### src/rtl/touch_adc_pkg.sv
package touch_adc_pkg;

  // ----------------------------------------------------------------
  // converter and frame sizes
  // ----------------------------------------------------------------
  localparam int RES_BITS   = 12;
  localparam int CMD_BITS   = 8;
  localparam int SETUP_BITS = 4;

  // ----------------------------------------------------------------
  // serial edge positions, counted from the start bit
  // ----------------------------------------------------------------
  localparam logic [4:0] CHAN_KNOWN_RISE  = 5'h04;
  localparam logic [4:0] CMD_LAST_RISE    = 5'h08;
  localparam logic [4:0] SETUP_LAST_RISE  = 5'h0c;
  localparam logic [4:0] TRACK_FIRST_FALL = 5'h05;
  localparam logic [4:0] TRACK_LAST_FALL  = 5'h08;
  localparam logic [4:0] CONV_LAST_FALL   = 5'h14;

  // ----------------------------------------------------------------
  // channel codes and setup fields
  // ----------------------------------------------------------------
  localparam logic [2:0] CH_TEMP0 = 3'h0;
  localparam logic [2:0] CH_Y     = 3'h1;
  localparam logic [2:0] CH_SETUP = 3'h2;
  localparam logic [2:0] CH_Z1    = 3'h3;
  localparam logic [2:0] CH_Z2    = 3'h4;
  localparam logic [2:0] CH_X     = 3'h5;
  localparam logic [2:0] CH_AUX   = 3'h6;
  localparam logic [2:0] CH_TEMP1 = 3'h7;

  localparam logic [2:0] SETUP_ADDR_FUNC1 = 3'h0;
  localparam int         CLKSEL_POS       = 0;
  localparam logic [3:0] SETUP_RESET      = 4'h0;

  // ----------------------------------------------------------------
  // result codes and timing
  // ----------------------------------------------------------------
  localparam logic [11:0] RESULT_RESET = 12'h000;
  localparam logic [11:0] SAR_MSB      = 12'h800;
  localparam int CLK_PERIOD_NS = 10;
  localparam int OSC_PERIOD_NS = 278;
  localparam int OSC_CYCLES    = OSC_PERIOD_NS / CLK_PERIOD_NS;

  // ----------------------------------------------------------------
  // analog routing
  // ----------------------------------------------------------------
  typedef enum logic [2:0] {
    POS_NONE  = 3'h0,
    POS_TEMP0 = 3'h1,
    POS_TEMP1 = 3'h2,
    POS_XP    = 3'h3,
    POS_YP    = 3'h4,
    POS_YN    = 3'h5,
    POS_IN    = 3'h6,
    POS_PROBE = 3'h7
  } ain_pos_type;

  typedef enum logic [1:0] {
    NEG_VSS = 2'h0,
    NEG_YN  = 2'h1,
    NEG_XN  = 2'h2,
    NEG_BL  = 2'h3
  } ain_neg_type;

  typedef struct packed {
    ain_pos_type pos;
    ain_neg_type neg;
    logic        differential;
    logic        x_drive;
    logic        y_drive;
    logic        pressure_drive;
    logic        top_left_corner_vdd;
    logic        top_right_corner_on;
    logic        bottom_left_corner_on;
    logic        bottom_right_corner_vdd;
  } analog_ctrl_type;

  localparam analog_ctrl_type ANALOG_IDLE = '{POS_NONE, NEG_VSS, 1'b0, 1'b0, 1'b0,
                                              1'b0, 1'b0, 1'b0, 1'b0, 1'b0};

  typedef enum logic [4:0] {
    ST_IDLE  = 5'b00001,
    ST_CMD   = 5'b00010,
    ST_SETUP = 5'b00100,
    ST_CONV  = 5'b01000,
    ST_DONE  = 5'b10000
  } state_type;

endpackage : touch_adc_pkg

### src/rtl/sar_register.sv
`timescale 1ns/1ps
`default_nettype none
module sar_register (
  // clock and reset
  input  wire logic        clk_i,
  input  wire logic        rst_i,
  // control
  input  wire logic        start_i,
  input  wire logic        step_i,
  input  wire logic        comp_i,
  // results
  output logic [11:0]      trial_o,
  output logic [11:0]      result_o,
  output logic             done_o
);

  logic [11:0] mask;
  logic [11:0] next_mask;
  logic [11:0] next_trial;
  logic [11:0] next_result;
  logic        next_done;
  logic [11:0] kept;

  // ----------------------------------------------------------------
  // successive approximation
  // ----------------------------------------------------------------
  always_comb begin
    next_mask   = mask;
    next_trial  = trial_o;
    next_result = result_o;
    next_done   = 1'b0;
    kept        = comp_i ? trial_o : (trial_o & ~mask);
    if (start_i) begin
      next_mask  = touch_adc_pkg::SAR_MSB;
      next_trial = touch_adc_pkg::SAR_MSB;
    end else if (step_i && (mask != 12'h000)) begin
      // straight binary: a set bit survives while input stays at or above trial
      next_mask  = mask >> 1;
      next_trial = kept | (mask >> 1);
      if (mask == 12'h001) begin
        next_result = kept;
        next_done   = 1'b1;
      end
    end
  end

  always_ff @(posedge clk_i or posedge rst_i) begin
    if (rst_i) begin
      mask     <= 12'h000;
      trial_o  <= touch_adc_pkg::RESULT_RESET;
      result_o <= touch_adc_pkg::RESULT_RESET;
      done_o   <= 1'b0;
    end else begin
      mask     <= next_mask;
      trial_o  <= next_trial;
      result_o <= next_result;
      done_o   <= next_done;
    end
  end

endmodule : sar_register
`default_nettype wire

### src/rtl/touch_panel_adc_sequencer.sv
`timescale 1ns/1ps
`default_nettype none
module touch_panel_adc_sequencer (
  // clock and reset
  input  wire logic                          clk_i,
  input  wire logic                          rst_i,
  // serial pins
  input  wire logic                          sclk_i,
  input  wire logic                          chip_select_low_i,
  input  wire logic                          din_i,
  output logic                               dout_o,
  output logic                               dout_oe_o,
  // analog front end
  input  wire logic                          comp_i,
  input  wire logic                          panel_five_wire_i,
  output logic [11:0]                        trial_code_o,
  output logic                               track_o,
  output touch_adc_pkg::analog_ctrl_type     analog_o,
  // status
  output logic [11:0]                        result_o,
  output logic                               result_valid_o,
  output logic [3:0]                         setup_field_o,
  output logic                               internal_clock_o
);

  // ----------------------------------------------------------------
  // pin synchronisers
  // ----------------------------------------------------------------
  logic [2:0] sclk_sync;
  logic [1:0] cs_sync;
  logic [1:0] din_sync;
  logic       sclk_rise, sclk_fall, selected, din_s;

  always_ff @(posedge clk_i or posedge rst_i) begin
    if (rst_i) begin
      sclk_sync <= 3'h0;
      cs_sync   <= 2'h3;
      din_sync  <= 2'h0;
    end else begin
      sclk_sync <= {sclk_sync[1:0], sclk_i};
      cs_sync   <= {cs_sync[0], chip_select_low_i};
      din_sync  <= {din_sync[0], din_i};
    end
  end

  // edge detection only looks at the second and third stages
  assign sclk_rise = sclk_sync[1] & ~sclk_sync[2];
  assign sclk_fall = ~sclk_sync[1] & sclk_sync[2];
  assign selected  = ~cs_sync[1];
  assign din_s     = din_sync[1];

  // ----------------------------------------------------------------
  // channel routing
  // ----------------------------------------------------------------
  function automatic touch_adc_pkg::analog_ctrl_type route(input logic [2:0] ch, input logic five);
    touch_adc_pkg::analog_ctrl_type r;
    r = touch_adc_pkg::ANALOG_IDLE;
    unique case (ch)
      touch_adc_pkg::CH_TEMP0: r.pos = touch_adc_pkg::POS_TEMP0;
      touch_adc_pkg::CH_TEMP1: r.pos = touch_adc_pkg::POS_TEMP1;
      touch_adc_pkg::CH_AUX:   r.pos = five ? touch_adc_pkg::POS_NONE : touch_adc_pkg::POS_IN;
      touch_adc_pkg::CH_SETUP: r.pos = touch_adc_pkg::POS_NONE;
      touch_adc_pkg::CH_Y: begin
        r.differential = 1'b1;
        if (five) begin
          r.pos                   = touch_adc_pkg::POS_PROBE;
          r.neg                   = touch_adc_pkg::NEG_BL;
          r.top_left_corner_vdd   = 1'b1;
          r.top_right_corner_on   = 1'b1;
          r.bottom_left_corner_on = 1'b1;
        end else begin
          r.pos     = touch_adc_pkg::POS_XP;
          r.neg     = touch_adc_pkg::NEG_YN;
          r.y_drive = 1'b1;
        end
      end
      touch_adc_pkg::CH_X: begin
        r.differential = 1'b1;
        if (five) begin
          r.pos                     = touch_adc_pkg::POS_PROBE;
          r.neg                     = touch_adc_pkg::NEG_BL;
          r.top_right_corner_on     = 1'b1;
          r.bottom_left_corner_on   = 1'b1;
          r.bottom_right_corner_vdd = 1'b1;
        end else begin
          r.pos     = touch_adc_pkg::POS_YP;
          r.neg     = touch_adc_pkg::NEG_XN;
          r.x_drive = 1'b1;
        end
      end
      touch_adc_pkg::CH_Z1, touch_adc_pkg::CH_Z2: begin
        // pressure is reserved on five-wire panels, so nothing is driven there
        if (!five) begin
          r.differential   = 1'b1;
          r.pressure_drive = 1'b1;
          r.neg            = touch_adc_pkg::NEG_XN;
          r.pos            = (ch == touch_adc_pkg::CH_Z1) ? touch_adc_pkg::POS_XP : touch_adc_pkg::POS_YN;
        end
      end
    endcase
    return r;
  endfunction : route

  // ----------------------------------------------------------------
  // sequencer state
  // ----------------------------------------------------------------
  touch_adc_pkg::state_type state, next_state;
  logic [4:0]  rise_cnt, next_rise_cnt;
  logic [4:0]  fall_cnt, next_fall_cnt;
  logic [7:0]  cmd, next_cmd;
  logic [2:0]  channel, next_channel;
  logic        routed, next_routed;
  logic [3:0]  setup_shift, next_setup_shift;
  logic [3:0]  next_setup_field;
  logic        next_internal_clock;
  logic        next_track, next_dout, next_dout_oe;
  touch_adc_pkg::analog_ctrl_type next_analog;
  logic        sar_start, sar_step, osc_tick;
  logic [4:0]  osc_cnt, next_osc_cnt;
  logic [4:0]  nr, nf, bit_idx;

  assign osc_tick = (osc_cnt == 5'(touch_adc_pkg::OSC_CYCLES - 1));

  always_comb begin
    next_state          = state;
    next_rise_cnt       = rise_cnt;
    next_fall_cnt       = fall_cnt;
    next_cmd            = cmd;
    next_channel        = channel;
    next_routed         = routed;
    next_setup_shift    = setup_shift;
    next_setup_field    = setup_field_o;
    next_internal_clock = internal_clock_o;
    next_track          = track_o;
    next_dout           = dout_o;
    next_osc_cnt        = osc_tick ? 5'h00 : osc_cnt + 5'h01;
    sar_start           = 1'b0;
    nr                  = rise_cnt + 5'h01;
    nf                  = fall_cnt + 5'h01;
    bit_idx             = touch_adc_pkg::CONV_LAST_FALL - nf;
    next_dout_oe        = selected;
    sar_step            = internal_clock_o ? osc_tick : (sclk_fall && state == touch_adc_pkg::ST_CONV);
    if (!selected) begin
      next_state    = touch_adc_pkg::ST_IDLE;
      next_rise_cnt = 5'h00;
      next_fall_cnt = 5'h00;
      next_track    = 1'b0;
      next_routed   = 1'b0;
      next_dout     = 1'b0;
    end else begin
      unique case (state)
        touch_adc_pkg::ST_IDLE: begin
          // first high bit starts a frame
          if (sclk_rise && din_s) begin
            next_state    = touch_adc_pkg::ST_CMD;
            next_rise_cnt = 5'h01;
            next_fall_cnt = 5'h00;
            next_cmd      = {7'h00, din_s};
          end
        end
        touch_adc_pkg::ST_CMD: begin
          if (sclk_rise) begin
            next_rise_cnt = nr;
            next_cmd      = {cmd[6:0], din_s};
            if (nr == touch_adc_pkg::CHAN_KNOWN_RISE) begin
              next_channel = {cmd[1:0], din_s};
              next_routed  = 1'b1;
            end
          end
          if (sclk_fall) begin
            next_fall_cnt = nf;
            if (nf == touch_adc_pkg::TRACK_FIRST_FALL && channel != touch_adc_pkg::CH_SETUP) begin
              next_track = 1'b1;
            end
            if (nf == touch_adc_pkg::TRACK_LAST_FALL) begin
              next_track = 1'b0;
              if (channel == touch_adc_pkg::CH_SETUP) begin
                next_state = cmd[0] ? touch_adc_pkg::ST_DONE : touch_adc_pkg::ST_SETUP;
              end else begin
                next_state = touch_adc_pkg::ST_CONV;
                sar_start  = 1'b1;
              end
            end
          end
        end
        touch_adc_pkg::ST_SETUP: begin
          if (sclk_rise) begin
            next_rise_cnt    = nr;
            next_setup_shift = {setup_shift[2:0], din_s};
            if (nr == touch_adc_pkg::SETUP_LAST_RISE) begin
              next_state       = touch_adc_pkg::ST_DONE;
              next_setup_field = {setup_shift[2:0], din_s};
              if (cmd[3:1] == touch_adc_pkg::SETUP_ADDR_FUNC1) begin
                next_internal_clock = next_setup_field[touch_adc_pkg::CLKSEL_POS];
              end
            end
          end
        end
        touch_adc_pkg::ST_CONV: begin
          if (sclk_fall) begin
            next_fall_cnt = nf;
            // one result bit per falling edge
            next_dout = internal_clock_o ? result_o[bit_idx[3:0]] : comp_i;
            if (nf == touch_adc_pkg::CONV_LAST_FALL) begin
              next_state = touch_adc_pkg::ST_DONE;
            end
          end
        end
        touch_adc_pkg::ST_DONE: if (sclk_fall) next_dout = 1'b0;
      endcase
    end
    next_analog = routed ? route(channel, panel_five_wire_i) : touch_adc_pkg::ANALOG_IDLE;
  end

  always_ff @(posedge clk_i or posedge rst_i) begin
    if (rst_i) begin
      state            <= touch_adc_pkg::ST_IDLE;
      rise_cnt         <= 5'h00;
      fall_cnt         <= 5'h00;
      cmd              <= 8'h00;
      channel          <= touch_adc_pkg::CH_TEMP0;
      routed           <= 1'b0;
      setup_shift      <= touch_adc_pkg::SETUP_RESET;
      setup_field_o    <= touch_adc_pkg::SETUP_RESET;
      internal_clock_o <= 1'b0;
      track_o          <= 1'b0;
      dout_o           <= 1'b0;
      dout_oe_o        <= 1'b0;
      osc_cnt          <= 5'h00;
      analog_o         <= touch_adc_pkg::ANALOG_IDLE;
    end else begin
      state            <= next_state;
      rise_cnt         <= next_rise_cnt;
      fall_cnt         <= next_fall_cnt;
      cmd              <= next_cmd;
      channel          <= next_channel;
      routed           <= next_routed;
      setup_shift      <= next_setup_shift;
      setup_field_o    <= next_setup_field;
      internal_clock_o <= next_internal_clock;
      track_o          <= next_track;
      dout_o           <= next_dout;
      dout_oe_o        <= next_dout_oe;
      osc_cnt          <= next_osc_cnt;
      analog_o         <= next_analog;
    end
  end

  // ----------------------------------------------------------------
  // converter register
  // ----------------------------------------------------------------
  // straight binary twelve-bit search
  sar_register u_sar (
    .clk_i    (clk_i),
    .rst_i    (rst_i),
    .start_i  (sar_start),
    .step_i   (sar_step),
    .comp_i   (comp_i),
    .trial_o  (trial_code_o),
    .result_o (result_o),
    .done_o   (result_valid_o)
  );

endmodule : touch_panel_adc_sequencer
`default_nettype wire

### config.mk
export PLATFORM = sky130hd
export DESIGN_NAME = touch_panel_adc_sequencer
export DESIGN_NICKNAME = d
export VERILOG_FILES = /design/src/rtl/touch_adc_pkg.sv /design/src/rtl/sar_register.sv /design/src/rtl/touch_panel_adc_sequencer.sv
export SDC_FILE = /design/constraint.sdc
export NUM_CORES = 1
export LEC_CHECK = 0
export CAP_MARGIN = 20
export CORE_ASPECT_RATIO = 1.2
export CORE_MARGIN = 2
export CORE_UTILIZATION = 60
export CTS_BUF_LIST = sky130_fd_sc_hd__clkbuf_16
export DETAILED_ROUTE_END_ITERATION = 12
export DONT_BUFFER_PORTS = 1
export PLACE_DENSITY_LB_ADDON = 0.2
export SKIP_LAST_GASP = 1
export SLEW_MARGIN = 20
export SYNTH_ARGS = -nofsm -noshare
export SYNTH_HDL_FRONTEND = slang
export SYNTH_SLANG_ARGS = --single-unit
### constraint.sdc
create_clock -name clk_i -period 3.1 [get_ports clk_i]
set_input_delay 0 -clock clk_i [delete_from_list [all_inputs] [get_ports clk_i]]
set_output_delay 0 -clock clk_i [all_outputs]
set_load 0.05 [all_outputs]
==> flow_summary.ini <==
[placed_design]
dp_hpwl_um = 6686
place_area_um2 = 4557
io_buffers = 0
gp_congestion = 0.8874

[synthesis]
synth_ff_type = dfrtp_1
synthCells = 442
yosysWarnings = 0
syn_area_per_cell_um2 = 10.30
netlist_area_um2 = 4553
synth_cell_types = 67
synth_nets = 455
synthArstFlopShare = 1.000
synth-edff-count = 0
yosysSeqAreaShare = 0.5229
ys_ff_latch = 95

[clock_tree]
h-tree-depth = 3
cts_sinks = 95
numCtsBuffers = 9
insertion_delay_ns = 0.35
root_buffer = clkbuf_16
cts_setup_buffers = 0
path_clk_slew_ns = 0.07
clockBufferDepth = 2
cts_tree = built

[power]
power_density_nw_per_um2 = 563.0
peakVddDrop_mv = 0.3905
p_leak_uw = 0.002111
combPwrFrac = 0.123
power_frac_seq = 0.497
internal_power_uw = 1986
clkPwrFrac = 0.381
p_sw_frac = 0.2800
p_switching_uw = 772.3

[global_routing]
grt_antenna_before_repair = 0
grt_pass1_wl_um = 15790
grt_usage = 0.2387
grt_max_degree = 38
grt_overflow = 0
grt_pass1_vias = 3280

[worst_setup_path]
endpoint_kind = flop
cp_num_cells = 6
path_delay_family = compound AO/OA/AOI/OAI gates
startpoint = state[4]
crit_type = flop to flop
r2r_cells = 6
crit_end = u_sar.result_o[11]
r2r-end = u_sar.result_o[11]
critical_path.cell_chain = nor3_4 -> nand3b_1 -> o41a_1 -> a311o_1 -> nand2_1 -> o21ai_0
arrival_ns = 2.70
cp.buffers_inverters = 0
rrSetupSlack_ns = 0.59
cp.required_ns = 3.29
r2r-start = state[4]
critPathLaunchType = flop
path_max_fanout = 24
slowest_stage = a311o_1
cpPeakStageDelay_ns = 0.59

[cells_and_area]
insertedDiodeCount = 0
register_area_um2 = 2381
nNetsFinal = 451
layout-drive-gt1-share = 0.1219
stdcell_area_um2 = 4900
nFillCells = 546
syn_to_final_growth_pct = 7.612
multi_input_area_um2 = 1937

[sta]
layout_worst_path_cycle_share = 0.8095
grt_setup_unrepaired = false
slew_violations = 0
max-slew-margin-rel = 0.4242
fin_crit_ns = 2.509
finalHoldViolations = 0
setup_viol = 0
fmax_mhz = 398.5
fin_setup_tns_ns = 0
fin_skew_ns = 0.009452
worstMarginPinSlew_ns = 0.8643

[route]
route.detailed.drc = 0
top_layer_used = met4
ant_nets = 0
viasPerCell = 6.109
vias = 3256
drt_iter0_drc = 234
wl_met1_um = 3649
wire_per_inst_um = 17.27
finalWirelength_um = 9205
met3_wirelength_um = 412
wl_met2_um = 4739
dr.pass1.iters = 4

[hold_path]
min_path_type = primary input to asynchronous set/reset pin

[status]
status = completed

[die]
die_w_um = 83.52
fp-row-count = 34
die_h_um = 99.43
ios = 53
initial_core_util = 0.6223
core_um2 = 7317
dieArea_um2 = 8304

[run]
cap_violations = 0
worst register-to-register path, cell delays in order (launching register included):
cell and delay (ns):
dfrtp_1 0.55, nor3_4 0.28, nand3b_1 0.17, o41a_1 0.51
a311o_1 0.59, nand2_1 0.16, o21ai_0 0.09
stage by stage:
step / cells / hold WS [ns] / setup slack [ns] / utilization / total power (uW)
final: 533 / 0.1444 / 0.5906 / 0.6696 / 2759
after detailed placement: 511 / -0.08638 / 0.6005 / 0.6228 / 1716
after global routing: 533 / 0.1821 / 0.3449 / 0.6696 / 2863
after floorplan: 442 / 0.004478 / 0.6279 / - / 1675
after CTS: 533 / 0.1588 / 0.5782 / 0.6696 / 2771
after global placement: 511 / -0.09299 / 0.6836 / 0.6228 / 1705
flip-flops by register name, summed over array words and instances, names as in the netlist, 3 cells and up:
register        cells
analog_o           12
channel             3
cmd                 4
fall_cnt            5
osc_cnt             5
rise_cnt            5
sclk_sync           3
setup_field_o       4
setup_shift         3
state               5
u_sar.mask         12
u_sar.result_o     12
u_sar.trial_o      12
power by group through the flow:
stage	clock network (uW)	logic, uW	registers, uW
CTS	1070	337	1370
floorplan	0	344	1330
global placement	0	318	1390
detailed placement	0	325	1390
global route	1110	370	1380
finish	1050	338	1370
how the worst min path moves through the flow:
| stage | start | endpoint | slack (ns) | cells after the start |
|---|---|---|---|---|
| 2_1_floorplan | chip_select_low_i | cs_sync[0] | 0.004 | 0 |
| 3_3_place_gp | rst_i | u_sar.done_o | -0.09 | 1 |
| 3_5_place_dp | rst_i | u_sar.done_o | -0.09 | 1 |
| 4_1_cts | rst_i | state[1] | 0.16 | 2 |
| 5_1_grt | rst_i | osc_cnt[4] | 0.18 | 2 |
| 6_report | rst_i | osc_cnt[4] | 0.14 | 2 |
timing repair:
action                                 in CTS  in global routing
endpoints found under the hold margin      76                  0
hold buffers                                6                  0
gates resized for setup                     0                  0
layout make-up:
type	count	share of cell area
inverter	23	0.01813
tap	90	0.02298
clock inverter	7	0.01175
clock buffer	9	0.04597
timing repair buffer	11	0.01992
multi-input combinational	298	0.3953
sequential	95	0.4860
kinds of logic (layout without fill, tap and decap cells):
| family | Yosys count | count (layout) | share of synthesized area |
|---|---|---|---|
| and+or+nand+nor | 165 | 165 | 0.1891 |
| DFF | 95 | 95 | 0.5229 |
| AOI/OAI and AO/OA | 92 | 92 | 0.1327 |
| buffers and inverters | 49 | 50 | 0.05166 |
| muxes | 25 | 25 | 0.06787 |
| xor gates and xnor gates | 10 | 10 | 0.01924 |
| adders and majority gates | 6 | 6 | 0.01649 |
cell usage after synthesis, types with 7 or more instances:
library cell	n	area, um^2
nand2b_1	8	50.05
a21oi_1	10	50.05
mux2_2	13	146.4
inv_1	22	82.58
nor2b_1	7	43.79
and3_1	15	93.84
dfrtp_1	92	2302
nand2_1	39	146.4
o21ai_1	11	55.05
mux2i_1	8	80.08
nor2_1	44	165.2
nor3_1	17	85.08
clkbuf_1	10	37.54
buf_2	8	40.04
o21ai_0	37	185.2
placed cells by master (no fill, tap or decap), drive strengths merged, types with 2 or more instances in the layout:
cell type,netlist,layout
dfrtp,92,92
o21ai,48,48
nor2,45,45
nand2,39,39
inv,22,26
nor3,18,18
and3,15,15
mux2,14,14
a21oi,11,11
clkbuf,10,9
nand2b,8,8
mux2i,8,8
nor2b,7,7
nand3,6,6
o31ai,6,6
ha,6,6
dlygate4sd3,0,6
xor2,5,5
xnor2,5,5
buf,16,5
nor3b,5,5
nor4,4,4
or3,3,3
nand3b,3,3
nand4,3,3
mux4,3,3
clkinvlp,0,3
dfstp,3,3
a32oi,2,2
o21bai,2,2
a31o,2,2
a21o,2,2
o221a,2,2
a311oi,2,2
a41oi,2,2
layer usage:
| layer | vias to the layer above | GRT usage |
|---|---|---|
| met5 | - | 0 |
| met4 | 0 | 0.1414 |
| li1 | 1546 | - |
| met3 | 25 | 0.05145 |
| met1 | 1600 | 0.2804 |
| met2 | 85 | 0.4057 |
Power figures use the tool's default switching activity.
